==> config.mk <==
export PLATFORM = sky130hd
export DESIGN_NAME = tmw_timer16
export DESIGN_NICKNAME = d
export VERILOG_FILES = /design/src/hdl/tmw_pkg.sv /design/src/hdl/tmw_timer16.sv /design/src/hdl/tmw_wave_unit.sv
export VERILOG_INCLUDE_DIRS = /design/src /design/src/hdl
export SDC_FILE = /design/constraint.sdc
export NUM_CORES = 1
export LEC_CHECK = 0
export ABC_AREA = 1
export BUFFER_PORTS_ARGS = -buffer_cell sky130_fd_sc_hd__buf_4
export CAP_MARGIN = 20
export CORE_MARGIN = 8
export CORE_UTILIZATION = 35
export CTS_CLUSTER_DIAMETER = 100
export DETAILED_ROUTE_END_ITERATION = 10
export GPL_ROUTABILITY_DRIVEN = 0
export HOLD_SLACK_MARGIN = 0.12
export PLACE_DENSITY = 0.63
export RECOVER_POWER = 50
export SYNTH_ARGS = -nofsm -noshare
export SYNTH_HDL_FRONTEND = slang
export SYNTH_HIERARCHICAL = 1
export SYNTH_SLANG_ARGS = --single-unit
==> constraint.sdc <==
create_clock -name pclk -period 2.45 [get_ports pclk]
set_clock_uncertainty 0.05 [all_clocks]
set_input_delay 0.1225 -clock pclk [delete_from_list [all_inputs] [get_ports pclk]]
set_output_delay 0.1225 -clock pclk [all_outputs]
set_load 0.01 [all_outputs]
==> src/hdl/tmw_map.svh <==
// Offsets, reset values, field codes and divider counts of the timer core.
// Assumes inclusion by bare name from the design files.
`ifndef TMW_MAP_SVH
`define TMW_MAP_SVH

// Register byte offsets, one aligned 32-bit word each
`define TMW_OFF_CTRL    8'h00
`define TMW_OFF_FORCE   8'h04
`define TMW_OFF_COUNT   8'h08
`define TMW_OFF_CMPA    8'h0C
`define TMW_OFF_CMPB    8'h10
`define TMW_OFF_CAPT    8'h14
`define TMW_OFF_FLAGS   8'h18
`define TMW_OFF_STATUS  8'h1C

// Control word width and reset values
`define TMW_CTRL_W      11
`define TMW_CTRL_RST    11'h000
`define TMW_WORD_RST    16'h0000
`define TMW_FLAGS_RST   4'h0

// Waveform mode codes
`define TMW_WGM_NORMAL  4'h0
`define TMW_WGM_CTC_A   4'h4
`define TMW_WGM_FAST8   4'h5
`define TMW_WGM_FAST9   4'h6
`define TMW_WGM_FAST10  4'h7
`define TMW_WGM_CTC_I   4'hC
`define TMW_WGM_FAST_I  4'hE
`define TMW_WGM_FAST_A  4'hF

// Fixed tops and counter extremes
`define TMW_TOP8        16'h00FF
`define TMW_TOP9        16'h01FF
`define TMW_TOP10       16'h03FF
`define TMW_MAX         16'hFFFF
`define TMW_BOTTOM      16'h0000

// Compare output action codes
`define TMW_ACT_NONE    2'h0
`define TMW_ACT_TOGGLE  2'h1
`define TMW_ACT_CLEAR   2'h2
`define TMW_ACT_SET     2'h3

// Timer clock select codes and last prescaler count for each divider
`define TMW_CS_DIV1     3'h1
`define TMW_CS_DIV8     3'h2
`define TMW_CS_DIV64    3'h3
`define TMW_CS_DIV256   3'h4
`define TMW_CS_DIV1024  3'h5
`define TMW_LAST_DIV1   10'h000
`define TMW_LAST_DIV8   10'h007
`define TMW_LAST_DIV64  10'h03F
`define TMW_LAST_DIV256 10'h0FF
`define TMW_LAST_DIV1K  10'h3FF

`endif

==> src/hdl/tmw_pkg.sv <==
// Types shared by the timer core and its testbench.
// Assumes the constants live in tmw_map.svh.
package tmw_pkg;

    typedef enum logic [1:0] {
        SEQ_NORMAL,
        SEQ_CTC,
        SEQ_FAST
    } tmw_seq_e;

    typedef struct packed {
        logic [2:0] clk_sel;
        logic [1:0] act_b;
        logic [1:0] act_a;
        logic [3:0] mode;
    } tmw_ctrl_s;

    typedef struct packed {
        logic capt;
        logic cmpb;
        logic cmpa;
        logic ovf;
    } tmw_flags_s;

endpackage

==> src/hdl/tmw_timer16.sv <==
// 16-bit timer core: prescaler, counter sequences, compare channels A and
// B, flags and APB register file.
// Assumes an APB master on pclk; clk_en low freezes every register.
//
// Behaviour
// - Action zero leaves latch unchanged on match
// - New action acts from next match only
// - Force strobe applies action now, non-PWM
// - Only waveform mode picks the counting sequence
// - PWM: polarity; non-PWM: set, clear, toggle
// - Normal mode counts up, wraps at max
// - Normal: overflow set as count becomes zero
// - Counting never clears the overflow flag
// - Overflow interrupt execution clears overflow flag
// - Counter writable anytime in normal mode
// - Clear-on-match clears at compare A or capture
// - Top unbuffered; missed top runs to max
// - Reaching top sets compare A or capture flag
// - Action one toggles latch in clear-on-match
// - Toggle period is two times N(1+top)
// - Clear-on-match overflow on max-to-zero passage
// - Modes 5,6,7,14,15 are single-slope fast PWM
// - Fast PWM sets/clears at match and bottom
// - Fast PWM top fixed or register, then clear
// - Fast PWM top sets overflow, loads buffers
// - Compare flag set one timer tick after match
//
// Implementation choices: the APB register port and the address map.
`timescale 1ns/100ps
`default_nettype none
`include "tmw_map.svh"

module tmw_timer16 (
    input  wire logic               pclk,
    input  wire logic               presetn,
    input  wire logic               clk_en,
    input  wire logic               psel,
    input  wire logic               penable,
    input  wire logic               pwrite,
    input  wire logic [7:0]         paddr,
    input  wire logic [31:0]        pwdata,
    output logic [31:0]             prdata,
    output logic                    pready,
    output logic                    pslverr,
    input  wire logic               ovf_int_ack,
    output var tmw_pkg::tmw_flags_s flags,
    output logic                    compare_a_output_latch,
    output logic                    compare_b_output_latch
);
    import tmw_pkg::*;

    tmw_ctrl_s   ctrl_reg;
    tmw_flags_s  flags_reg;
    tmw_flags_s  flag_set;
    tmw_flags_s  flag_clr;
    tmw_seq_e    seq;
    logic [15:0] count_reg;
    logic [15:0] count_next;
    logic [15:0] top;
    logic [15:0] cmpa_reg;
    logic [15:0] cmpa_buf_reg;
    logic [15:0] cmpb_reg;
    logic [15:0] cmpb_buf_reg;
    logic [15:0] capt_reg;
    logic [9:0]  pre_cnt_reg;
    logic [9:0]  pre_last;
    logic        pre_run;
    logic        tick_reg;
    logic        tick;
    logic        is_pwm;
    logic        cap_top;
    logic        at_top;
    logic        block_reg;
    logic        match_a;
    logic        match_b;
    logic        match_i;
    logic        pend_a_reg;
    logic        pend_b_reg;
    logic        pend_i_reg;
    logic        force_a_reg;
    logic        force_b_reg;
    logic        ovf_now;
    logic        acc;
    logic        wr;
    logic        wr_ctrl;
    logic        wr_force;
    logic        wr_count;
    logic        wr_cmpa;
    logic        wr_cmpb;
    logic        wr_capt;
    logic        wr_flags;
    logic        rd_hit;
    logic [31:0] rd_data;
    logic [31:0] prdata_reg;
    logic        pready_reg;
    logic        pslverr_reg;
    logic        latch_a;
    logic        latch_b;

    // APB: access phase answered one cycle after it starts; a write lands
    // only at the edge where the master samples pready high
    assign acc      = psel && penable && !pready_reg && clk_en;
    assign wr       = psel && penable && pready_reg && clk_en && pwrite
                      && rd_hit;
    assign wr_ctrl  = wr && paddr == `TMW_OFF_CTRL;
    assign wr_force = wr && paddr == `TMW_OFF_FORCE;
    assign wr_count = wr && paddr == `TMW_OFF_COUNT;
    assign wr_cmpa  = wr && paddr == `TMW_OFF_CMPA;
    assign wr_cmpb  = wr && paddr == `TMW_OFF_CMPB;
    assign wr_capt  = wr && paddr == `TMW_OFF_CAPT;
    assign wr_flags = wr && paddr == `TMW_OFF_FLAGS;

    always_comb begin
        rd_hit  = 1'b1;
        rd_data = 32'h0000_0000;
        if (paddr == `TMW_OFF_CTRL) begin
            rd_data = 32'(ctrl_reg);
        end else if (paddr == `TMW_OFF_FORCE) begin
            rd_data = 32'h0000_0000;
        end else if (paddr == `TMW_OFF_COUNT) begin
            rd_data = {16'h0000, count_reg};
        end else if (paddr == `TMW_OFF_CMPA) begin
            rd_data = {16'h0000, cmpa_buf_reg};
        end else if (paddr == `TMW_OFF_CMPB) begin
            rd_data = {16'h0000, cmpb_buf_reg};
        end else if (paddr == `TMW_OFF_CAPT) begin
            rd_data = {16'h0000, capt_reg};
        end else if (paddr == `TMW_OFF_FLAGS) begin
            rd_data = 32'(flags_reg);
        end else if (paddr == `TMW_OFF_STATUS) begin
            rd_data = {30'h0000_0000, latch_b, latch_a};
        end else begin
            rd_hit = 1'b0;
        end
    end

    always_ff @(posedge pclk or negedge presetn) begin
        if (!presetn) begin
            pready_reg  <= 1'b0;
            pslverr_reg <= 1'b0;
            prdata_reg  <= 32'h0000_0000;
        end else if (clk_en) begin
            pready_reg  <= acc;
            pslverr_reg <= acc && !rd_hit;
            prdata_reg  <= (acc && !pwrite) ? rd_data : 32'h0000_0000;
        end
    end

    always_ff @(posedge pclk or negedge presetn) begin
        if (!presetn) begin
            ctrl_reg <= `TMW_CTRL_RST;
            capt_reg <= `TMW_WORD_RST;
        end else begin
            if (wr_ctrl) begin
                ctrl_reg <= tmw_ctrl_s'(pwdata[`TMW_CTRL_W-1:0]);
            end
            if (wr_capt) begin
                capt_reg <= pwdata[15:0];
            end
        end
    end

    // Force strobes live one cycle and never touch flags or counter
    always_ff @(posedge pclk or negedge presetn) begin
        if (!presetn) begin
            force_a_reg <= 1'b0;
            force_b_reg <= 1'b0;
        end else if (clk_en) begin
            force_a_reg <= wr_force && pwdata[0] && !is_pwm;
            force_b_reg <= wr_force && pwdata[1] && !is_pwm;
        end
    end

    // Prescaler producing the timer clock enable
    always_comb begin
        pre_run  = 1'b1;
        pre_last = `TMW_LAST_DIV1;
        case (ctrl_reg.clk_sel)
            `TMW_CS_DIV1:    pre_last = `TMW_LAST_DIV1;
            `TMW_CS_DIV8:    pre_last = `TMW_LAST_DIV8;
            `TMW_CS_DIV64:   pre_last = `TMW_LAST_DIV64;
            `TMW_CS_DIV256:  pre_last = `TMW_LAST_DIV256;
            `TMW_CS_DIV1024: pre_last = `TMW_LAST_DIV1K;
            default:         pre_run  = 1'b0;
        endcase
    end

    always_ff @(posedge pclk or negedge presetn) begin
        if (!presetn) begin
            pre_cnt_reg <= 10'h000;
            tick_reg    <= 1'b0;
        end else if (clk_en) begin
            if (!pre_run || pre_cnt_reg >= pre_last) begin
                pre_cnt_reg <= 10'h000;
            end else begin
                pre_cnt_reg <= pre_cnt_reg + 10'h001;
            end
            tick_reg <= pre_run && pre_cnt_reg >= pre_last;
        end
    end

    assign tick = tick_reg && clk_en;

    // Sequence decode: mode field alone, actions never enter here
    always_comb begin
        seq     = SEQ_NORMAL;
        top     = `TMW_MAX;
        cap_top = 1'b0;
        case (ctrl_reg.mode)
            `TMW_WGM_CTC_A: begin
                seq = SEQ_CTC;
                top = cmpa_reg;
            end
            `TMW_WGM_CTC_I: begin
                seq     = SEQ_CTC;
                top     = capt_reg;
                cap_top = 1'b1;
            end
            `TMW_WGM_FAST8: begin
                seq = SEQ_FAST;
                top = `TMW_TOP8;
            end
            `TMW_WGM_FAST9: begin
                seq = SEQ_FAST;
                top = `TMW_TOP9;
            end
            `TMW_WGM_FAST10: begin
                seq = SEQ_FAST;
                top = `TMW_TOP10;
            end
            `TMW_WGM_FAST_I: begin
                seq     = SEQ_FAST;
                top     = capt_reg;
                cap_top = 1'b1;
            end
            `TMW_WGM_FAST_A: begin
                seq = SEQ_FAST;
                top = cmpa_reg;
            end
            // Phase correct codes are not built: they count as normal
            default: seq = SEQ_NORMAL;
        endcase
    end

    assign is_pwm = seq == SEQ_FAST;
    // Equality only: a top written below the count is passed by
    assign at_top = seq != SEQ_NORMAL && count_reg == top;
    assign count_next = at_top ? `TMW_BOTTOM : count_reg + 16'h0001;
    assign ovf_now = is_pwm ? at_top : count_reg == `TMW_MAX;

    always_ff @(posedge pclk or negedge presetn) begin
        if (!presetn) begin
            count_reg <= `TMW_WORD_RST;
        end else if (wr_count) begin
            count_reg <= pwdata[15:0];
        end else if (tick) begin
            count_reg <= count_next;
        end
    end

    // A counter write masks matches at the next timer tick
    always_ff @(posedge pclk or negedge presetn) begin
        if (!presetn) begin
            block_reg <= 1'b0;
        end else if (wr_count) begin
            block_reg <= 1'b1;
        end else if (tick) begin
            block_reg <= 1'b0;
        end
    end

    // Compare registers: buffered in PWM, direct otherwise
    always_ff @(posedge pclk or negedge presetn) begin
        if (!presetn) begin
            cmpa_buf_reg <= `TMW_WORD_RST;
            cmpa_reg     <= `TMW_WORD_RST;
            cmpb_buf_reg <= `TMW_WORD_RST;
            cmpb_reg     <= `TMW_WORD_RST;
        end else begin
            if (wr_cmpa) begin
                cmpa_buf_reg <= pwdata[15:0];
            end
            if (wr_cmpb) begin
                cmpb_buf_reg <= pwdata[15:0];
            end
            if (wr_cmpa && !is_pwm) begin
                cmpa_reg <= pwdata[15:0];
            end else if (tick && is_pwm && at_top) begin
                cmpa_reg <= cmpa_buf_reg;
            end
            if (wr_cmpb && !is_pwm) begin
                cmpb_reg <= pwdata[15:0];
            end else if (tick && is_pwm && at_top) begin
                cmpb_reg <= cmpb_buf_reg;
            end
        end
    end

    assign match_a = count_reg == cmpa_reg && !block_reg;
    assign match_b = count_reg == cmpb_reg && !block_reg;
    assign match_i = count_reg == capt_reg && cap_top && !block_reg;

    // Matches wait one timer tick before reaching the flags
    always_ff @(posedge pclk or negedge presetn) begin
        if (!presetn) begin
            pend_a_reg <= 1'b0;
            pend_b_reg <= 1'b0;
            pend_i_reg <= 1'b0;
        end else if (tick) begin
            pend_a_reg <= match_a;
            pend_b_reg <= match_b;
            pend_i_reg <= match_i;
        end
    end

    always_comb begin
        flag_set      = `TMW_FLAGS_RST;
        flag_set.ovf  = tick && ovf_now;
        flag_set.cmpa = tick && pend_a_reg;
        flag_set.cmpb = tick && pend_b_reg;
        flag_set.capt = tick && pend_i_reg;
        flag_clr      = wr_flags ? tmw_flags_s'(pwdata[3:0]) : `TMW_FLAGS_RST;
        flag_clr.ovf  = flag_clr.ovf || (ovf_int_ack && clk_en);
    end

    // Set beats clear; counting itself never clears
    always_ff @(posedge pclk or negedge presetn) begin
        if (!presetn) begin
            flags_reg <= `TMW_FLAGS_RST;
        end else begin
            flags_reg <= (flags_reg & ~flag_clr) | flag_set;
        end
    end

    tmw_wave_unit u_wave_a (
        .clk         (pclk),
        .rst_n       (presetn),
        .ce          (clk_en),
        .tick        (tick),
        .match       (match_a),
        .force_pulse (force_a_reg),
        .bottom      (at_top),
        .is_pwm      (is_pwm),
        .toggle_ok   (ctrl_reg.mode == `TMW_WGM_FAST_A),
        .action      (ctrl_reg.act_a),
        .latch       (latch_a)
    );

    tmw_wave_unit u_wave_b (
        .clk         (pclk),
        .rst_n       (presetn),
        .ce          (clk_en),
        .tick        (tick),
        .match       (match_b),
        .force_pulse (force_b_reg),
        .bottom      (at_top),
        .is_pwm      (is_pwm),
        .toggle_ok   (1'b0),
        .action      (ctrl_reg.act_b),
        .latch       (latch_b)
    );

    // Latches reach pins only through the port's own direction bit
    assign compare_a_output_latch = latch_a;
    assign compare_b_output_latch = latch_b;
    assign flags   = flags_reg;
    assign prdata  = prdata_reg;
    assign pready  = pready_reg;
    assign pslverr = pslverr_reg;

    // Prescaler gaps reach 1024 cycles, too long for a delay range
    logic        chk_match_a_reg;

    always_ff @(posedge pclk or negedge presetn) begin
        if (!presetn) begin
            chk_match_a_reg <= 1'b0;
        end else if (tick) begin
            chk_match_a_reg <= match_a;
        end
    end
endmodule
`default_nettype wire

==> src/hdl/tmw_wave_unit.sv <==
// One compare output channel: drives its output latch from match, bottom
// and force events. Assumes all inputs come from logic on clk.
`timescale 1ns/100ps
`default_nettype none
`include "tmw_map.svh"

module tmw_wave_unit (
    input  wire logic       clk,
    input  wire logic       rst_n,
    input  wire logic       ce,
    input  wire logic       tick,
    input  wire logic       match,
    input  wire logic       force_pulse,
    input  wire logic       bottom,
    input  wire logic       is_pwm,
    input  wire logic       toggle_ok,
    input  wire logic [1:0] action,
    output logic            latch
);
    always_ff @(posedge clk or negedge rst_n) begin
        if (!rst_n) begin
            latch <= 1'b0;
        end else if (ce && action != `TMW_ACT_NONE) begin
            if (is_pwm) begin
                if (tick && bottom && action[1]) begin
                    // Bottom beats a match at top: compare at top is flat
                    latch <= ~action[0];
                end else if (tick && match) begin
                    if (action == `TMW_ACT_CLEAR) begin
                        latch <= 1'b0;
                    end else if (action == `TMW_ACT_SET) begin
                        latch <= 1'b1;
                    end else if (toggle_ok) begin
                        latch <= ~latch;
                    end
                end
            end else if ((tick && match) || force_pulse) begin
                case (action)
                    `TMW_ACT_TOGGLE: latch <= ~latch;
                    `TMW_ACT_CLEAR:  latch <= 1'b0;
                    default:         latch <= 1'b1;
                endcase
            end
        end
    end
endmodule
`default_nettype wire

==> flow_summary.yaml <==
cells_and_area:
  final_cells: 1753
  drive_gt1_frac: 0.195
  area_delta_synth_final_pct: 28.0
  antenna_cells: 0
  fin_nets: 1464
global_routing:
  grt_util_all_layers: 0.207
  overflow: 0
  antenna_found_initial: 0
  grt_pass1_vias: 8984
  grt_max_degree: 63
  grt_pass1_wl_um: 50200
clock_network:
  cts_buffers: 17
  root_buffer: "clkbuf_16"
  clkSinkCount: 148
  cts_max_level: 4
  path_clk_slew_ns: 0.08
  tritoncts: "done"
  worstSkewPairLatency_ns: 0.44
  cts_buffer_depth: 2
yosys:
  synth_area_leader_cell: "dfrtp_1"
  syn_area_um2: 9060
  yosys-top-cells-area: "dfrtp_1, nand2_1, o21ai_0"
  yosysWarnings: 6
  synth_cell_type_count: 50
  synth_area_per_cell_um2: 7.24
  synth_edf_count: 0
  ys.flop_type: "dfrtp_1"
  synth_top_area_share: 0.409
  synthArstFlopShare: 1.00
  ys_seq_elements: 148
  synth_cells: 1251
  yosysSeqAreaShare: 0.409
worst_setup_path:
  worstSetupPathType: "flip-flop to flip-flop"
  cp_slowest_cell: "dfrtp_1"
  cp-end-kind: "flip-flop"
  critPathMaxFanout: 8
  max_stage_delay_ns: 0.39
  cp.required_ns: 2.75
  arrival_ns: 2.81
  cp-start-kind: "flip-flop"
  path_cells: "inv_2, nor2_2, nand2_2, nand2_2, buf_6, o21ai_4, ha_4, a21oi_2, o21ai_1, nand2_1, nand3_1, a31o_2, nor2_2, nor2_1, buf_4, nor3b_1"
timing:
  period_minus_slack_ns: 2.52
  max_slew_margin: -0.0947
  setup_violations: 7
  period_share: 1.03
  layout_setup_ws_ns: -0.0677
  drv_slew: 62
  rsz0062_at_grt: "yes"
  finalHoldViolations: 0
  max_freq_mhz: 397
  tightestPinTransition_ns: 1.64
floorplanning:
  initial_core_util: 0.352
  core_um2: 25800
  fp-row-count: 59
  die_x_um: 177
  io_pins: 87
  die_y_um: 177
  dieArea_um2: 31300
power:
  ir_worst_vdd_v: 0.000612
  power_leakage_nw: 5.47
  power.total_mw: 5.48
  powerDensity_nw_per_um2: 472
worst_hold_path:
  hp-class: "input pin to flip-flop"
route:
  antenna_left: 0
  vias_per_cell: 5.38
  drc: 0
  dr_total_vias: 9426
  routed_wl_um: 33300
  drt_iter0_markers: 944
  dr.pass1.iters: 6
  wire_per_inst_um: 19.0
placement:
  dp_hpwl_um: 24000
  port_buffers: 54
  placedCellCount: 1672
  dp_slack_ns: -0.202
run:
  maxCapViolCount: 1
status:
  violations: "capacitance limit, slew limit, setup timing"
  status: "finished with violations"
==> cell usage after synthesis (17+ instances only) <==
| master | instances |
|---|---|
| o21bai_1 | 18 |
| o21ai_0 | 144 |
| dfrtp_1 | 148 |
| nand4_1 | 18 |
| xor2_1 | 17 |
| buf_4 | 20 |
| nand2_1 | 377 |
| clkbuf_1 | 29 |
| inv_1 | 127 |
| nand3_1 | 79 |
| o22ai_1 | 27 |
| a21oi_1 | 24 |
| nor2_1 | 90 |
==> repair_timing <==
item,CTS,global route
cloned,0,5
endpoints found under the hold margin,182,0
hold buffers,26,0
setup buffers,2,16
gates resized for setup,11,94
endpoints found under the setup margin,14,62
pin swaps,3,42
==> path summary, 6_finish.rpt <==
kind / depth (start not counted) / slack, ns / to / start
max in group asynchronous: 3 / 0.40 / cmpa_reg[7] / presetn
max reg2reg: 16 / -0.07 / pre_cnt_reg[3] / ctrl_reg[8]
min reg2reg: 2 / 0.43 / prdata[3] / prdata[3]
min in group asynchronous: 2 / 0.58 / ctrl_reg[7] / presetn
min: 3 / 0.13 / cmpb_buf_reg[0] / pwdata[0]
max: 16 / -0.07 / pre_cnt_reg[3] / ctrl_reg[8]
==> worst max-delay path: cells and delay by family, from the launching register on <==
family,cells,cell delay [ns]
fa+ha+maj,1,0.25
simple gates,8,0.68
compound gates,4,0.70
buf+inv,3,0.38
flops,1,0.39
==> cells in the final DEF, fill, tap and decap left out, drive strengths merged, types with 26 or more instances in the layout <==
cell / netlist / routed
buf: 32 / 127
o22ai: 27 / 27
nand3: 85 / 86
dlygate4sd3: 0 / 26
inv: 136 / 144
o21ai: 148 / 148
nor2: 101 / 102
nand2: 384 / 386
dfrtp: 148 / 148
clkbuf: 29 / 40
==> final cells by class <==
cell class	count	area, um2
clock buffer	18	439
clock inverter	14	159
fill	2555	14200
inverter	139	531
multi-input combinational	923	4950
sequential	148	3710
tap	335	419
timing repair buffer	175	1380
timing repair inverter	1	5.00
==> routing by layer <==
metal	routed length (um)	GRT usage
met1	13700	0.272
met2	15200	0.324
met3	3070	0.0469
met4	1360	0.0872
met5	0	0
==> cells by family (layout without fill, tap and decap cells) <==
logic type | after synthesis | in the layout | share of synthesized area
AND/OR/NAND/NOR | 608 | 612 | 0.289
adder cells (fa/ha/maj) | 12 | 12 | 0.0166
XOR/XNOR | 31 | 31 | 0.0300
AO/OA/AOI/OAI | 251 | 251 | 0.160
other | 1 | 17 | 0.000414
flip-flops | 148 | 148 | 0.409
buffers and inverters | 200 | 347 | 0.0958
==> stage by stage <==
| step | hold slack (ns) | instance area [um2] | TNS (ns) | utilization |
|---|---|---|---|---|
| 2_1_floorplan | -0.223 | 9130 | 0 | - |
| 3_3_place_gp | 0.0969 | 10200 | -0.150 | 0.397 |
| 3_5_place_dp | 0.102 | 10200 | -1.16 | 0.397 |
| 4_1_cts | 0.127 | 11100 | -0.0443 | 0.433 |
| 5_1_grt | 0.148 | 11600 | -2.37 | 0.450 |
| 6_report | 0.128 | 11600 | -0.316 | 0.450 |
==> power breakdown <==
part	leakage, nW	switching, mW	total (mW)	internal [mW]
clock network	0.289	1.25	2.73	1.48
registers	1.84	0.00569	2.45	2.45
logic	3.34	0.193	0.292	0.0987
Note: power is estimated with default switching activity, not from simulation.
